--- src/dpsf_pkg.sv ---
// constants and types shared by the semaphore port controller
package dpsf_pkg;
  localparam int unsigned FLAG_COUNT    = 8;
  localparam int unsigned INDEX_WIDTH   = 3;
  localparam int unsigned ADDR_WIDTH    = 17;
  localparam int unsigned DATA_WIDTH    = 8;
  localparam int unsigned CORE_CLK_MHZ  = 125;
  // pin access phase times in ns
  localparam int unsigned SETUP_NS      = 16;
  localparam int unsigned STROBE_NS     = 40;
  localparam int unsigned RECOVER_NS    = 16;
  localparam int unsigned SETUP_CYCLES  = (SETUP_NS * CORE_CLK_MHZ + 999) / 1000;
  localparam int unsigned STROBE_CYCLES = (STROBE_NS * CORE_CLK_MHZ + 999) / 1000;
  localparam int unsigned RECOVER_CYCLES = (RECOVER_NS * CORE_CLK_MHZ + 999) / 1000;
  localparam int unsigned COUNT_WIDTH   = 4;
  localparam logic [7:0] INIT_STEPS     = 8'h10;
  localparam logic [7:0] DATA_RELEASE   = 8'hff;
  localparam logic [7:0] DATA_REQUEST   = 8'h00;
  localparam logic [COUNT_WIDTH-1:0] COUNT_ZERO = 4'h0;

  typedef enum logic [2:0] {
    OP_NONE    = 3'h0,
    OP_REQUEST = 3'h1,
    OP_RELEASE = 3'h2,
    OP_READ    = 3'h3,
    OP_ACQUIRE = 3'h4
  } dpsf_op_type;

  typedef enum logic [5:0] {
    ST_IDLE    = 6'h01,
    ST_SETUP   = 6'h02,
    ST_STROBE  = 6'h04,
    ST_RECOVER = 6'h08,
    ST_DECIDE  = 6'h10,
    ST_INIT    = 6'h20
  } dpsf_state_type;
endpackage

--- src/dpsf_sync.sv ---
// three-stage input synchroniser with agreement filter
`timescale 1ns/1ns
module dpsf_sync #(
  parameter int unsigned WIDTH = 8
) (
  // clock and reset
  input  wire logic             i_core_clk,
  input  wire logic             i_srst,
  // pin and filtered value
  input  wire logic [WIDTH-1:0] i_pin,
  output logic      [WIDTH-1:0] o_value
);
  logic [WIDTH-1:0] stage1;
  logic [WIDTH-1:0] stage2;
  logic [WIDTH-1:0] stage3;
  logic [WIDTH-1:0] value;
  logic [WIDTH-1:0] next_value;

  // per bit: change taken once second and third stages agree
  genvar gi;
  generate
    for (gi = 0; gi < WIDTH; gi++) begin : g_bit
      always_comb begin
        next_value[gi] = (stage2[gi] == stage3[gi]) ? stage3[gi] : value[gi];
      end
    end
  endgenerate

  always_ff @(posedge i_core_clk) begin
    if (i_srst) begin
      stage1 <= '1;
      stage2 <= '1;
      stage3 <= '1;
      value  <= '1;
    end else begin
      stage1 <= i_pin;
      stage2 <= stage1;
      stage3 <= stage2;
      value  <= next_value;
    end
  end

  assign o_value = value;
endmodule

--- src/dpsf_port_ctrl.sv ---
// controller for one port of a dual-port semaphore flag device
`timescale 1ns/1ns
module dpsf_port_ctrl (
  // clock and reset
  input  wire logic                          i_core_clk,
  input  wire logic                          i_srst,
  // command port
  input  wire logic                          i_cmd_valid,
  input  wire dpsf_pkg::dpsf_op_type         i_cmd_op,
  input  wire logic [dpsf_pkg::INDEX_WIDTH-1:0] i_cmd_index,
  output logic                               o_cmd_ready,
  output logic                               o_done,
  output logic                               o_granted,
  output logic                               o_flag_value,
  output logic                               o_init_busy,
  // device pins
  output logic                               o_flag_space_select_n,
  output logic                               o_chip_enable_n,
  output logic                               o_output_enable_n,
  output logic                               o_read_write,
  output logic [dpsf_pkg::ADDR_WIDTH-1:0]    o_addr,
  output logic [dpsf_pkg::DATA_WIDTH-1:0]    o_data_out,
  output logic [dpsf_pkg::DATA_WIDTH-1:0]    o_data_oe_n,
  input  wire logic [dpsf_pkg::DATA_WIDTH-1:0] i_data_in
);
  logic [dpsf_pkg::DATA_WIDTH-1:0] data_sync;

  dpsf_sync #(
    .WIDTH (dpsf_pkg::DATA_WIDTH)
  ) u_sync (
    .i_core_clk (i_core_clk),
    .i_srst     (i_srst),
    .i_pin      (i_data_in),
    .o_value    (data_sync)
  );

  dpsf_pkg::dpsf_state_type          state;
  dpsf_pkg::dpsf_state_type          next_state;
  dpsf_pkg::dpsf_op_type             op;
  dpsf_pkg::dpsf_op_type             next_op;
  logic                              is_write;
  logic                              next_is_write;
  logic                              wr_bit;
  logic                              next_wr_bit;
  logic [dpsf_pkg::INDEX_WIDTH-1:0]  index;
  logic [dpsf_pkg::INDEX_WIDTH-1:0]  next_index;
  logic [dpsf_pkg::COUNT_WIDTH-1:0]  count;
  logic [dpsf_pkg::COUNT_WIDTH-1:0]  next_count;
  logic [7:0]                        init_step;
  logic [7:0]                        next_init_step;
  logic                              cmd_ready;
  logic                              next_cmd_ready;
  logic                              done;
  logic                              next_done;
  logic                              granted;
  logic                              next_granted;
  logic                              flag_value;
  logic                              next_flag_value;
  logic                              init_busy;
  logic                              next_init_busy;
  logic                              sel_n;
  logic                              next_sel_n;
  logic                              oe_n;
  logic                              next_oe_n;
  logic                              rw;
  logic                              next_rw;
  logic                              drive_n;
  logic                              next_drive_n;
  logic                              read_flag;

  // device replicates the flag on all bits; a mixed read counts as zero, so granted
  assign read_flag = &data_sync;

  always_comb begin
    next_state      = state;
    next_op         = op;
    next_is_write   = is_write;
    next_wr_bit     = wr_bit;
    next_index      = index;
    next_count      = count;
    next_init_step  = init_step;
    next_cmd_ready  = 1'b0;
    next_done       = 1'b0;
    next_granted    = granted;
    next_flag_value = flag_value;
    next_init_busy  = init_busy;
    next_sel_n      = sel_n;
    next_oe_n       = oe_n;
    next_rw         = rw;
    next_drive_n    = drive_n;
    case (state)
      dpsf_pkg::ST_INIT: begin
        // write one to every flag before taking commands
        if (init_step == dpsf_pkg::INIT_STEPS[7:0] >> 1) begin
          next_init_busy = 1'b0;
          next_cmd_ready = 1'b1;
          next_state     = dpsf_pkg::ST_IDLE;
        end else begin
          next_op        = dpsf_pkg::OP_RELEASE;
          next_is_write  = 1'b1;
          next_wr_bit    = 1'b1;
          next_index     = init_step[dpsf_pkg::INDEX_WIDTH-1:0];
          next_init_step = init_step + 8'h01;
          next_count     = dpsf_pkg::COUNT_ZERO;
          next_state     = dpsf_pkg::ST_SETUP;
        end
      end
      dpsf_pkg::ST_IDLE: begin
        next_cmd_ready = 1'b1;
        if (i_cmd_valid && i_cmd_op != dpsf_pkg::OP_NONE) begin
          next_cmd_ready = 1'b0;
          next_op        = i_cmd_op;
          next_index     = i_cmd_index;
          next_is_write  = (i_cmd_op != dpsf_pkg::OP_READ);
          next_wr_bit    = (i_cmd_op == dpsf_pkg::OP_RELEASE);
          next_count     = dpsf_pkg::COUNT_ZERO;
          next_state     = dpsf_pkg::ST_SETUP;
        end
      end
      dpsf_pkg::ST_SETUP: begin
        // address and data settle with select low and chip enable high
        next_sel_n   = 1'b0;
        next_rw      = ~is_write;
        next_drive_n = ~is_write;
        next_count   = count + 4'h1;
        if (count == 4'(dpsf_pkg::SETUP_CYCLES - 1)) begin
          next_count = dpsf_pkg::COUNT_ZERO;
          next_oe_n  = is_write;
          next_state = dpsf_pkg::ST_STROBE;
        end
      end
      dpsf_pkg::ST_STROBE: begin
        next_count = count + 4'h1;
        if (is_write) begin
          next_rw = 1'b0;
        end
        if (count == 4'(dpsf_pkg::STROBE_CYCLES - 1)) begin
          next_count = dpsf_pkg::COUNT_ZERO;
          next_rw    = 1'b1;
          next_sel_n = 1'b1;
          next_oe_n  = 1'b1;
          next_state = dpsf_pkg::ST_RECOVER;
        end
      end
      dpsf_pkg::ST_RECOVER: begin
        next_drive_n = 1'b1;
        next_count   = count + 4'h1;
        if (count == 4'(dpsf_pkg::RECOVER_CYCLES - 1)) begin
          next_count = dpsf_pkg::COUNT_ZERO;
          next_state = dpsf_pkg::ST_DECIDE;
        end
      end
      dpsf_pkg::ST_DECIDE: begin
        if (init_busy) begin
          next_state = dpsf_pkg::ST_INIT;
        end else if (op == dpsf_pkg::OP_ACQUIRE && is_write) begin
          // write zero first, then read back to learn ownership
          next_is_write = 1'b0;
          next_state    = dpsf_pkg::ST_SETUP;
        end else begin
          if (!is_write) begin
            // stable value latched by the device during the read
            next_flag_value = read_flag;
            next_granted    = ~read_flag;
          end else begin
            next_granted = 1'b0;
          end
          // a failed request stays pending until granted or released
          next_done      = 1'b1;
          next_cmd_ready = 1'b1;
          next_state     = dpsf_pkg::ST_IDLE;
        end
      end
      default: begin
        next_state = dpsf_pkg::ST_IDLE;
      end
    endcase
  end

  always_ff @(posedge i_core_clk) begin
    if (i_srst) begin
      state      <= dpsf_pkg::ST_INIT;
      op         <= dpsf_pkg::OP_NONE;
      is_write   <= 1'b0;
      wr_bit     <= 1'b1;
      index      <= '0;
      count      <= dpsf_pkg::COUNT_ZERO;
      init_step  <= 8'h00;
      cmd_ready  <= 1'b0;
      done       <= 1'b0;
      granted    <= 1'b0;
      flag_value <= 1'b1;
      init_busy  <= 1'b1;
      sel_n      <= 1'b1;
      oe_n       <= 1'b1;
      rw         <= 1'b1;
      drive_n    <= 1'b1;
    end else begin
      state      <= next_state;
      op         <= next_op;
      is_write   <= next_is_write;
      wr_bit     <= next_wr_bit;
      index      <= next_index;
      count      <= next_count;
      init_step  <= next_init_step;
      cmd_ready  <= next_cmd_ready;
      done       <= next_done;
      granted    <= next_granted;
      flag_value <= next_flag_value;
      init_busy  <= next_init_busy;
      sel_n      <= next_sel_n;
      oe_n       <= next_oe_n;
      rw         <= next_rw;
      drive_n    <= next_drive_n;
    end
  end

  assign o_cmd_ready           = cmd_ready;
  assign o_done                = done;
  assign o_granted             = granted;
  assign o_flag_value          = flag_value;
  assign o_init_busy           = init_busy;
  assign o_flag_space_select_n = sel_n;
  assign o_chip_enable_n       = 1'b1;
  assign o_output_enable_n     = oe_n;
  assign o_read_write          = rw;
  // upper address lines have no effect on flags; held at zero
  assign o_addr      = {{(dpsf_pkg::ADDR_WIDTH-dpsf_pkg::INDEX_WIDTH){1'b0}}, index};
  // only bit zero matters to the device; release and request drive all bits alike
  assign o_data_out  = {dpsf_pkg::DATA_WIDTH{wr_bit}};
  assign o_data_oe_n = {dpsf_pkg::DATA_WIDTH{drive_n}};
endmodule

--- config.mk ---
export PLATFORM = sky130hd
export DESIGN_NAME = dpsf_port_ctrl
export DESIGN_NICKNAME = d
export VERILOG_FILES = /design/src/dpsf_pkg.sv /design/src/dpsf_sync.sv /design/src/dpsf_port_ctrl.sv
export SDC_FILE = /design/constraint.sdc
export NUM_CORES = 1
export LEC_CHECK = 0
export BUFFER_PORTS_ARGS = -buffer_cell sky130_fd_sc_hd__buf_2
export CAP_MARGIN = 10
export CORE_ASPECT_RATIO = 1.2
export CORE_MARGIN = 10
export CORE_UTILIZATION = 49
export CTS_CLUSTER_DIAMETER = 80
export DETAILED_ROUTE_END_ITERATION = 8
export PLACE_DENSITY = 0.69
export SYNTH_ARGS = -nofsm -noshare
export SYNTH_HDL_FRONTEND = slang
export SYNTH_SLANG_ARGS = --single-unit
--- constraint.sdc ---
create_clock -name i_core_clk -period 2.45 [get_ports i_core_clk]
set_input_delay 0 -clock i_core_clk [delete_from_list [all_inputs] [get_ports i_core_clk]]
set_output_delay 0 -clock i_core_clk [all_outputs]
set_load 0.005 [all_outputs]
After elaboration in Yosys (flattened, before gate mapping)
Index checks and enable logic that the tools add are counted.
{"block": "op_classes", "addsub": 2, "eq_ne": 28, "n_mux": 40, "bitwise_logic": 6, "n_reduce_logical": 22}
{"op": "$pmux W6 S6", "count": 1}
{"op": "$mux W6", "count": 5}
{"op": "$mux W4", "count": 4}
{"op": "$pmux W4 S4", "count": 1}
{"op": "$mux W1", "count": 14}
{"op": "$ne A2 B2 Y1 const B", "count": 7}
{"op": "$mux W3", "count": 4}
{"op": "$pmux W3 S2", "count": 2}
{"op": "$reduce_and A3 Y1", "count": 4}
{"op": "$pmux W1 S2", "count": 5}
{"op": "$add A8 B1 Y8 const B", "count": 1}
{"op": "$eq A1 B1 Y1", "count": 8}
{"op": "$eq A8 B4 Y1 const B", "count": 1}
{"op": "$reduce_and A2 Y1", "count": 4}
{"op": "$reduce_and A4 Y1", "count": 2}
{"op": "$reduce_and A8 Y1", "count": 1}
{"op": "$eq A6 B1 Y1 const B", "count": 1}
{"op": "$eq A6 B2 Y1 const B", "count": 1}
{"op": "$eq A6 B3 Y1 const B", "count": 1}
{"op": "$eq A6 B4 Y1 const B", "count": 1}
{"op": "$eq A6 B5 Y1 const B", "count": 1}
{"op": "$eq A6 B6 Y1 const B", "count": 1}
{"op": "$not A1 Y1", "count": 6}
{"op": "$pmux W1 S3", "count": 2}
{"op": "14 further kinds", "count": 20}
{"block": "totals", "ff_bits": 67, "input_bits": 17}

Longest topological paths before layout
Gate-level depths: netlist (run 1).
{"block": "depth", "depth_word": 5, "depth_mapped": 8}

Cells and area by module
Synthesis (run 1) repeated with hierarchy kept, for this count alone.
{"block": "unflattened", "hier_cells": 311, "hier_area_um2": 2925.3}
{"mod": "dpsf_port_ctrl", "n_inst": 1, "cells_per_inst": 228, "area_each_um2": 1970.6, "seq_area_each_um2": 700.7}
{"mod": "dpsf_sync", "n_inst": 1, "cells_per_inst": 83, "area_each_um2": 954.7, "seq_area_each_um2": 640.6}

Worst setup path before layout (run 1)
Ideal clock, no wire load.
{"block": "synth_timing", "path_kind": "reg-to-reg", "startpoint": "register state[2]", "endpoint": "register count[1] (netlist bit)", "arrival_time_ns": 1.570, "slack_ns": 0.753, "stages_incl_launch_ff": 9, "path_buffers": 3, "path_cell_list": "dfxtp_1 > buf_6 > nor4_4 > and2_1 > buf_2 > o211ai_1 > buf_4 > a32oi_1 > nor2_1"}
{"block": "synth_between", "elab_chain_cells": 4, "elab_cells_between_ends": 11}
{"element": "start, declared", "line": "dpsf_port_ctrl.sv:37", "text": "dpsf_pkg::dpsf_state_type state;"}
{"element": "start signal, assigned", "line": "dpsf_port_ctrl.sv:182", "text": "state <= dpsf_pkg::ST_INIT;"}
{"element": "start signal, assigned", "line": "dpsf_port_ctrl.sv:199", "text": "state <= next_state;"}
{"element": "$eq A6 B4 Y1 / $eq A6 B2 Y1 (equally long branches)", "line": "dpsf_port_ctrl.sv:91", "text": "case (state)"}
{"element": "$reduce_or A2 Y1 (no source line)"}
{"element": "$reduce_bool A4 Y1 (no source line)"}
{"element": "$reduce_and A3 Y1 (no source line)"}
{"element": "end signal, assigned", "line": "dpsf_port_ctrl.sv:187", "text": "count <= dpsf_pkg::COUNT_ZERO;"}
{"element": "end signal, assigned", "line": "dpsf_port_ctrl.sv:204", "text": "count <= next_count;"}
{"element": "end, declared", "line": "dpsf_port_ctrl.sv:47", "text": "logic [dpsf_pkg::COUNT_WIDTH-1:0] count;"}
Parallel ways exist; a longest one is shown, timed or not.
A chain may end at the register's enable or synchronous reset.

Final worst setup path (run 1)
{"block": "layout_timing", "startpoint": "register init_step[0]", "endpoint": "register index[0] (netlist bit)"}
{"block": "layout_between", "elab_chain_cells": 3, "elab_cells_between_ends": 5}
{"element": "start, declared", "line": "dpsf_port_ctrl.sv:49", "text": "logic [7:0] init_step;"}
{"element": "start signal, assigned", "line": "dpsf_port_ctrl.sv:205", "text": "init_step <= next_init_step;"}
{"element": "$eq A8 B4 Y1", "line": "dpsf_port_ctrl.sv:94", "text": "if (init_step == dpsf_pkg::INIT_STEPS[7:0] >> 1) begin"}
{"element": "$ne A2 B2 Y1 (no source line)"}
{"element": "$reduce_and A3 Y1 (no source line)"}
{"element": "end signal, assigned", "line": "dpsf_port_ctrl.sv:203", "text": "index <= next_index;"}
{"element": "end, declared", "line": "dpsf_port_ctrl.sv:45", "text": "logic [dpsf_pkg::INDEX_WIDTH-1:0] index;"}
Parallel ways exist; a longest one is shown, timed or not. The select of a mux whose other input is x is not followed.

==> results of run 1 <==
-- per-stage QoR --
step	hold WS, ns	total power, W	std cells	utilization [%]	cell area, sq um
after floorplan	0.1038	0.001533	342	-	3030
after global placement	0.1839	0.001580	424	51.03	3048
after detailed placement	0.1836	0.001589	424	51.03	3048
after CTS	0.03935	0.002630	450	56.64	3383
after global routing	0.07034	0.002749	450	56.64	3383
final	0.04949	0.002612	450	56.64	3383
-- final timing paths --
path                    startpoint               end  slack, ns  cells past startpoint
setup / recovery      init_step[0]          index[0]       0.35                      8
hold / removal      i_cmd_index[2]          index[2]       0.05                      4
setup reg to reg      init_step[0]          index[0]       0.35                      8
hold reg to reg   u_sync.stage1[2]  u_sync.stage2[2]       0.41                      1
-- state kept, by name, indices dropped and copies added (netlist names), 3 cells and up --
signal and flops:
u_sync.stage3 8, state 6, init_step 8, count 4
index 3, u_sync.stage1 8, op 3, u_sync.o_value 8
u_sync.stage2 8
-- timing repair --
| action | CTS | global route |
|---|---|---|
| hold buffers | 11 | 0 |
| hold endpoints to repair | 10 | 0 |
| buffers inserted | 0 | 0 |
-- worst register-to-register path, stage by stage (launching register included) --
cell	delay [ns]
dfxtp_1	0.36
inv_1	0.13
ha_1	0.16
nor4b_1	0.37
nand4_1	0.22
o211ai_1	0.25
buf_4	0.25
mux2i_1	0.19
nor2_1	0.05
-- cells in the final DEF, fill, tap and decap left out, types with 3 or more instances in the layout --
master	count
a211oi_1	4
nand2_1	18
mux2i_1	4
clkbuf_8	11
o21ai_0	23
nor3_1	6
a32oi_1	3
buf_2	43
nor2_1	31
buf_4	4
dlygate4sd3_1	11
conb_1	15
nor2b_1	3
and3_1	3
dfxtp_1	67
nand4_1	6
ha_1	5
or3_1	3
inv_1	9
a21oi_1	17
or2_2	25
xor2_1	6
nand3_1	12
-- layer usage --
metal / GRT usage, % / routed length [um]
met3: 4.684 / 426
met2: 23.21 / 3084
met4: 7.960 / 162
met1: 14.89 / 2667
met5: 0 / 0
-- cell type report --
type                       count  area, sq um
inverter                       9        33.78
multi-input combinational    219         1325
tap                           82        102.6
clock inverter                 4        73.82
fill                         572         2590
timing repair buffer          58        355.3
sequential                    67         1341
clock buffer                  11        151.4
-- where the power goes --
| part | total (W) | leakage, nW | switching, W | internal [W] |
|---|---|---|---|---|
| clock | 0.00103 | 0.115 | 0.000409 | 0.000623 |
| sequential | 0.00121 | 0.547 | 0.0000706 | 0.00114 |
| combinational | 0.000366 | 0.710 | 0.000197 | 0.000169 |
-- logic make-up after synthesis --
| kind of cell | count (synthesis) |
|---|---|
| fa+ha+maj | 5 |
| mux | 5 |
| xor+xnor | 7 |
| flops | 67 |
| simple gates | 124 |
| buf+inv | 56 |
| other cells | 2 |
| compound gates | 63 |
==> results.py, run 1 <==
metrics = {
    "floorplanning": {
        "start_util_pct": 49.92,
        "rows": 31,
        "coreArea_sq_um": 5973,
        "die_w_um": 91.21,
        "die-area_sq_um": 9618,
        "die_h_um": 105.5,
        "io_pins": 59,
    },
    "placement": {
        "dp_hpwl_mm": 4.618,
        "routabilityCongestion": 0.8077,
        "preCtsSetupSlack_ns": 0.3623,
        "port_buffers": 43,
    },
    "synthesis": {
        "synth-simple-area-share_pct": 23.75,
        "ys_seq_area_share_pct": 44.99,
        "synth.area.top_cells": "dfxtp_1 45%, buf_4 8.3%, or2_2 5.2%",
        "yosys.area.top_type_share_pct": 44.99,
        "synth_edf_count": 0,
        "synthFlopType": "dfxtp_1",
        "synth_commonest_cells": "67 x dfxtp_1, 33 x buf_4, 31 x nor2_1",
        "synthAdderAreaFrac_pct": 2.098,
        "synth_top_family_by_area": "simple AND/OR/NAND/NOR gates",
        "synth.most_common_cell": "dfxtp_1",
        "postSynth.asyncResetShare_pct": 0,
        "ys_types": 53,
        "yosysTopAreaCell": "dfxtp_1",
        "synth_compound_area_share_pct": 12.92,
        "synthXorXnorAreaFrac_pct": 2.056,
        "yosysWarnings": 0,
        "syn_avg_cell_area_sq_um": 9.063,
        "synth.area.mux_share_pct": 1.721,
        "synth.cell_area_sq_um": 2982,
        "netlist_instances": 329,
        "ys_seq_elements": 67,
    },
    "detailed_routing": {
        "postRouteAntennaNets": 0,
        "drt_iter0_markers": 140,
        "drcViolationCount": 0,
        "num_vias": 2302,
        "viasPerCell": 5.116,
        "avgRoutedWirePerCell_um": 14.09,
        "routed_wl_mm": 6.341,
        "dr.pass1.iters": 4,
    },
    "clock_network": {
        "insertion_delay_ns": 0.34,
        "cts_resized": 0,
        "clock_tree.buffer_depth": 2,
        "clockRootBuffer": "clkbuf_8",
        "clk_pin_slew_ns": 0.07,
        "cts_buffers": 9,
        "clock_sinks": 67,
        "cts_max_level": 3,
        "cts_tree": "built",
    },
    "timing": {
        "worst_pin_slew_ns": 0.5515,
        "max_freq_mhz": 475.3,
        "grt_setup_unrepaired": "false",
        "min_period_ns": 2.104,
        "finalCritPeriodShare_pct": 85.88,
        "maxSlewHeadroom_pct": 63.18,
        "finalMaxSlewViolations": 0,
        "setup_viol": 0,
        "fin_worst_skew_ns": 0.009322,
        "tns_ns": 0,
        "setup_ws_ns": 0.3459,
        "report.final.hold_viol_count": 0,
    },
    "critical_path": {
        "path_class": "flip-flop to flip-flop",
        "cpPeakStageDelay_ns": 0.37,
        "required_ns": 2.67,
        "worstPathArrival_ns": 2.32,
        "path_cells": "inv_1, ha_1, nor4b_1, nand4_1, o211ai_1, buf_4, mux2i_1, nor2_1",
        "crit_slowest_cell": "nor4b_1",
        "worst_setup_path_end_kind": "flip-flop",
        "path_delay_family": "simple AND/OR/NAND/NOR gates",
        "start_kind": "flip-flop",
        "worst-path-max-fanout": 7,
        "worst-path-buf-inv": 2,
    },
    "grt": {
        "first_global_vias": 2400,
        "grt_pass1_wl_mm": 11.04,
        "antenna_found_initial": 0,
        "grt_max_degree": 54,
        "grt_usage_pct": 13.83,
        "grt_overflow": 0,
    },
    "finish": {
        "layout-drive-gt1-share_pct": 25.82,
        "num_antenna_cells": 0,
        "fin_nets": 386,
        "syn_to_final_growth_pct": 13.47,
    },
    "flow_run": {
        "maxCapViolations": 0,
    },
    "outcome": {
        "status": "finished, final reports clean",
    },
    "power_and_ir_drop": {
        "leakage_nw": 1.372,
        "ir_drop_mv": 0.4814,
        "powerDensity_nw_per_um2": 772.0,
    },
    "min_path": {
        "worstHoldPathType": "input pin to flip-flop",
    },
}
Note: power is estimated with default switching activity, not from simulation.
==> run 2, diff against run 1 <==
ABC_AREA = 1   (was not set)
==> run 2 against run 1 <==
Wire length fell by 4.7%; first-iteration DRC count fell by 8.6%; hold slack better by 0.031 ns; clock power decreased by 8%; global-route usage is 1.4 points lower; sequential share of layout area is 1.1 points lower; total power rose by 4.8%; core utilization up 0.91 points; sequential power is essentially flat; synthesized area increased by 3.1%.
==> results.py, run 2 <==
metrics = {
    "outcome": {
        "status": "finished, final reports clean",
    },
    "synthesis": {
        "synth.area.top_cells": "dfxtp_1 44%, nand2_1 9.8%, buf_4 7.6%",
        "synth_commonest_cells": "80 x nand2_1, 67 x dfxtp_1, 34 x inv_1",
        "yosys.area.top_type_share_pct": 43.65,
        "yosysWarnings": 0,
        "synth.cell_area_sq_um": 3073,
        "synthFlopType": "dfxtp_1",
        "synth.most_common_cell": "nand2_1",
        "syn_avg_cell_area_sq_um": 7.780,
        "ys_seq_area_share_pct": 43.65,
        "yosysTopAreaCell": "dfxtp_1",
        "netlist_instances": 395,
        "ys_seq_elements": 67,
        "ys_types": 32,
        "postSynth.asyncResetShare_pct": 0,
        "synth_edf_count": 0,
    },
    "finish": {
        "final_core_util_pct": 57.55,
        "most-common-layout-cells": "80 x nand2_1, 67 x dfxtp_1, 43 x buf_2",
        "multi_input_area_sq_um": 1383,
        "layout_commonest_cell": "nand2_1",
        "num_antenna_cells": 0,
        "fin_area_sq_um": 3482,
        "layout-drive-gt1-share_pct": 23.23,
        "layout.area.seq_sq_um": 1341,
        "fillers": 590,
        "syn_to_final_growth_pct": 13.31,
        "fin_nets": 456,
    },
    "detailed_routing": {
        "avgRoutedWirePerCell_um": 11.60,
        "dr.pass1.iters": 6,
        "postRouteAntennaNets": 0,
        "drcViolationCount": 0,
        "drt_iter0_markers": 128,
        "routed_wl_mm": 6.041,
        "viasPerCell": 4.687,
        "num_vias": 2442,
    },
    "floorplanning": {
        "die_h_um": 106.8,
        "start_util_pct": 50.79,
        "die_w_um": 92.29,
        "coreArea_sq_um": 6051,
        "io_pins": 59,
        "die-area_sq_um": 9852,
        "rows": 31,
    },
    "timing": {
        "maxSlewHeadroom_pct": 52.19,
        "min_period_ns": 1.570,
        "max_freq_mhz": 636.8,
        "fin_worst_skew_ns": 0.007252,
        "grt_setup_unrepaired": "false",
        "worst_pin_slew_ns": 0.7163,
        "report.final.hold_viol_count": 0,
        "tns_ns": 0,
        "finalMaxSlewViolations": 0,
        "finalCritPeriodShare_pct": 64.09,
        "setup_viol": 0,
    },
    "grt": {
        "grt_usage_pct": 12.42,
        "grt_pass1_wl_mm": 10.12,
        "first_global_vias": 2302,
        "grt_max_degree": 46,
        "grt_overflow": 0,
        "antenna_found_initial": 0,
    },
    "critical_path": {
        "required_ns": 2.66,
        "rrSetupSlack_ns": 0.88,
        "path_class": "flip-flop to flip-flop",
        "r2r_start": "state[2]",
        "worstPathArrival_ns": 1.78,
        "worst-path-max-fanout": 5,
        "worst_setup_path_end_kind": "flip-flop",
        "start_kind": "flip-flop",
        "ff2ff_path_depth": 8,
        "timing.rr.end": "o_flag_value",
    },
    "min_path": {
        "hold_start": "i_cmd_index[2]",
        "whs_path_depth": 5,
        "worstHoldPathType": "input pin to flip-flop",
        "whs_endpoint": "index[2]",
    },
    "flow_run": {
        "maxCapViolations": 0,
    },
    "placement": {
        "routabilityCongestion": 0.8838,
        "dp_hpwl_mm": 4.483,
        "port_buffers": 43,
        "place_area_sq_um": 3177,
    },
    "clock_network": {
        "clk_pin_slew_ns": 0.08,
        "cts_buffers": 9,
        "cts_setup_buffers": 0,
        "clock_sinks": 67,
        "cts_tree": "built",
        "insertion_delay_ns": 0.33,
        "cts_max_level": 3,
        "clock_tree.buffer_depth": 2,
        "clockRootBuffer": "clkbuf_8",
    },
    "power_and_ir_drop": {
        "leakage_nw": 1.569,
        "powerDensity_nw_per_um2": 785.9,
        "ir_drop_mv": 0.5924,
    },
}
-- run 2: changes by cell type in the layout (fill, tap and decap cells not counted), moves of 5 or more --
cell     delta
nand2_1    +62
inv_1      +25
nand3_1    +16
a21oi_1    +10
nor2_4      +5
xor2_1      -5
-- run 2: worst max-delay path by stage --
stage          depth (start not counted)          from  slack, ns            to
2_1_floorplan                          9  init_step[0]       1.11      index[0]
3_3_place_gp                           8      state[0]       0.94  o_flag_value
3_5_place_dp                           8      state[2]       0.89  o_flag_value
4_1_cts                                8      state[2]       0.87  o_flag_value
5_1_grt                                8      state[2]       0.73  o_flag_value
6_report                               8      state[2]       0.88  o_flag_value
-- run 2: per-layer routing --
metal	track usage [%]	up-vias	routed length, um
met4	4.857	0	68
met5	0	-	0
met2	20.71	64	2930
met1	13.84	1069	2610
met3	5.024	9	432
li1	-	1300	-
-- run 2: what timing repair did --
action / CTS / global route
gates resized for setup: 0 / 0
hold endpoints to repair: 10 / 0
hold buffers: 10 / 0
-- run 2: power breakdown --
group	internal (W)	switching (W)
registers	0.00117	0.0000686
clock network	0.000486	0.000458
logic	0.000212	0.000343
total	0.00187	0.000869
-- run 2: worst max-delay path, cell delays in order, from the launching register on --
cell and delay (ns):
dfxtp_1 0.34, nor2_4 0.18, nand2_1 0.14, nor2_2 0.18, inv_1 0.08, nor2_1 0.20, o211ai_1 0.15, o21ai_0 0.11
nand2_1 0.06
-- run 2: cells by family after synthesis --
logic type / count (synthesis) / synth area share [%]
adders and majority gates: 5 / 2.036
DFF: 67 / 43.65
and+or+nand+nor: 191 / 31.31
buffers and inverters: 73 / 12.95
other: 2 / 0.2444
xor gates and xnor gates: 1 / 0.2851
AOI/OAI and AO/OA: 56 / 9.528
-- run 2: cell type report --
class,instances,area share (%)
Multi-Input combinational cell,268,39.71
Tap cell,82,2.946
Sequential cell,67,38.52
Timing Repair Buffer,54,9.271
Inverter,34,3.665
Clock buffer,9,3.557
Clock inverter,7,2.336
-- run 2: per-stage QoR --
step                      hold slack (ns)  setup WS (ns)  std cells  power (W)
final                             0.08095         0.8797        521   0.002736
after global routing              0.08681         0.7321        521   0.002925
after CTS                         0.06611         0.8679        521   0.002769
after detailed placement           0.1840         0.8861        495   0.001810
after global placement             0.1811         0.9377        495   0.001799
after floorplan                    0.1038          1.105        408   0.001733
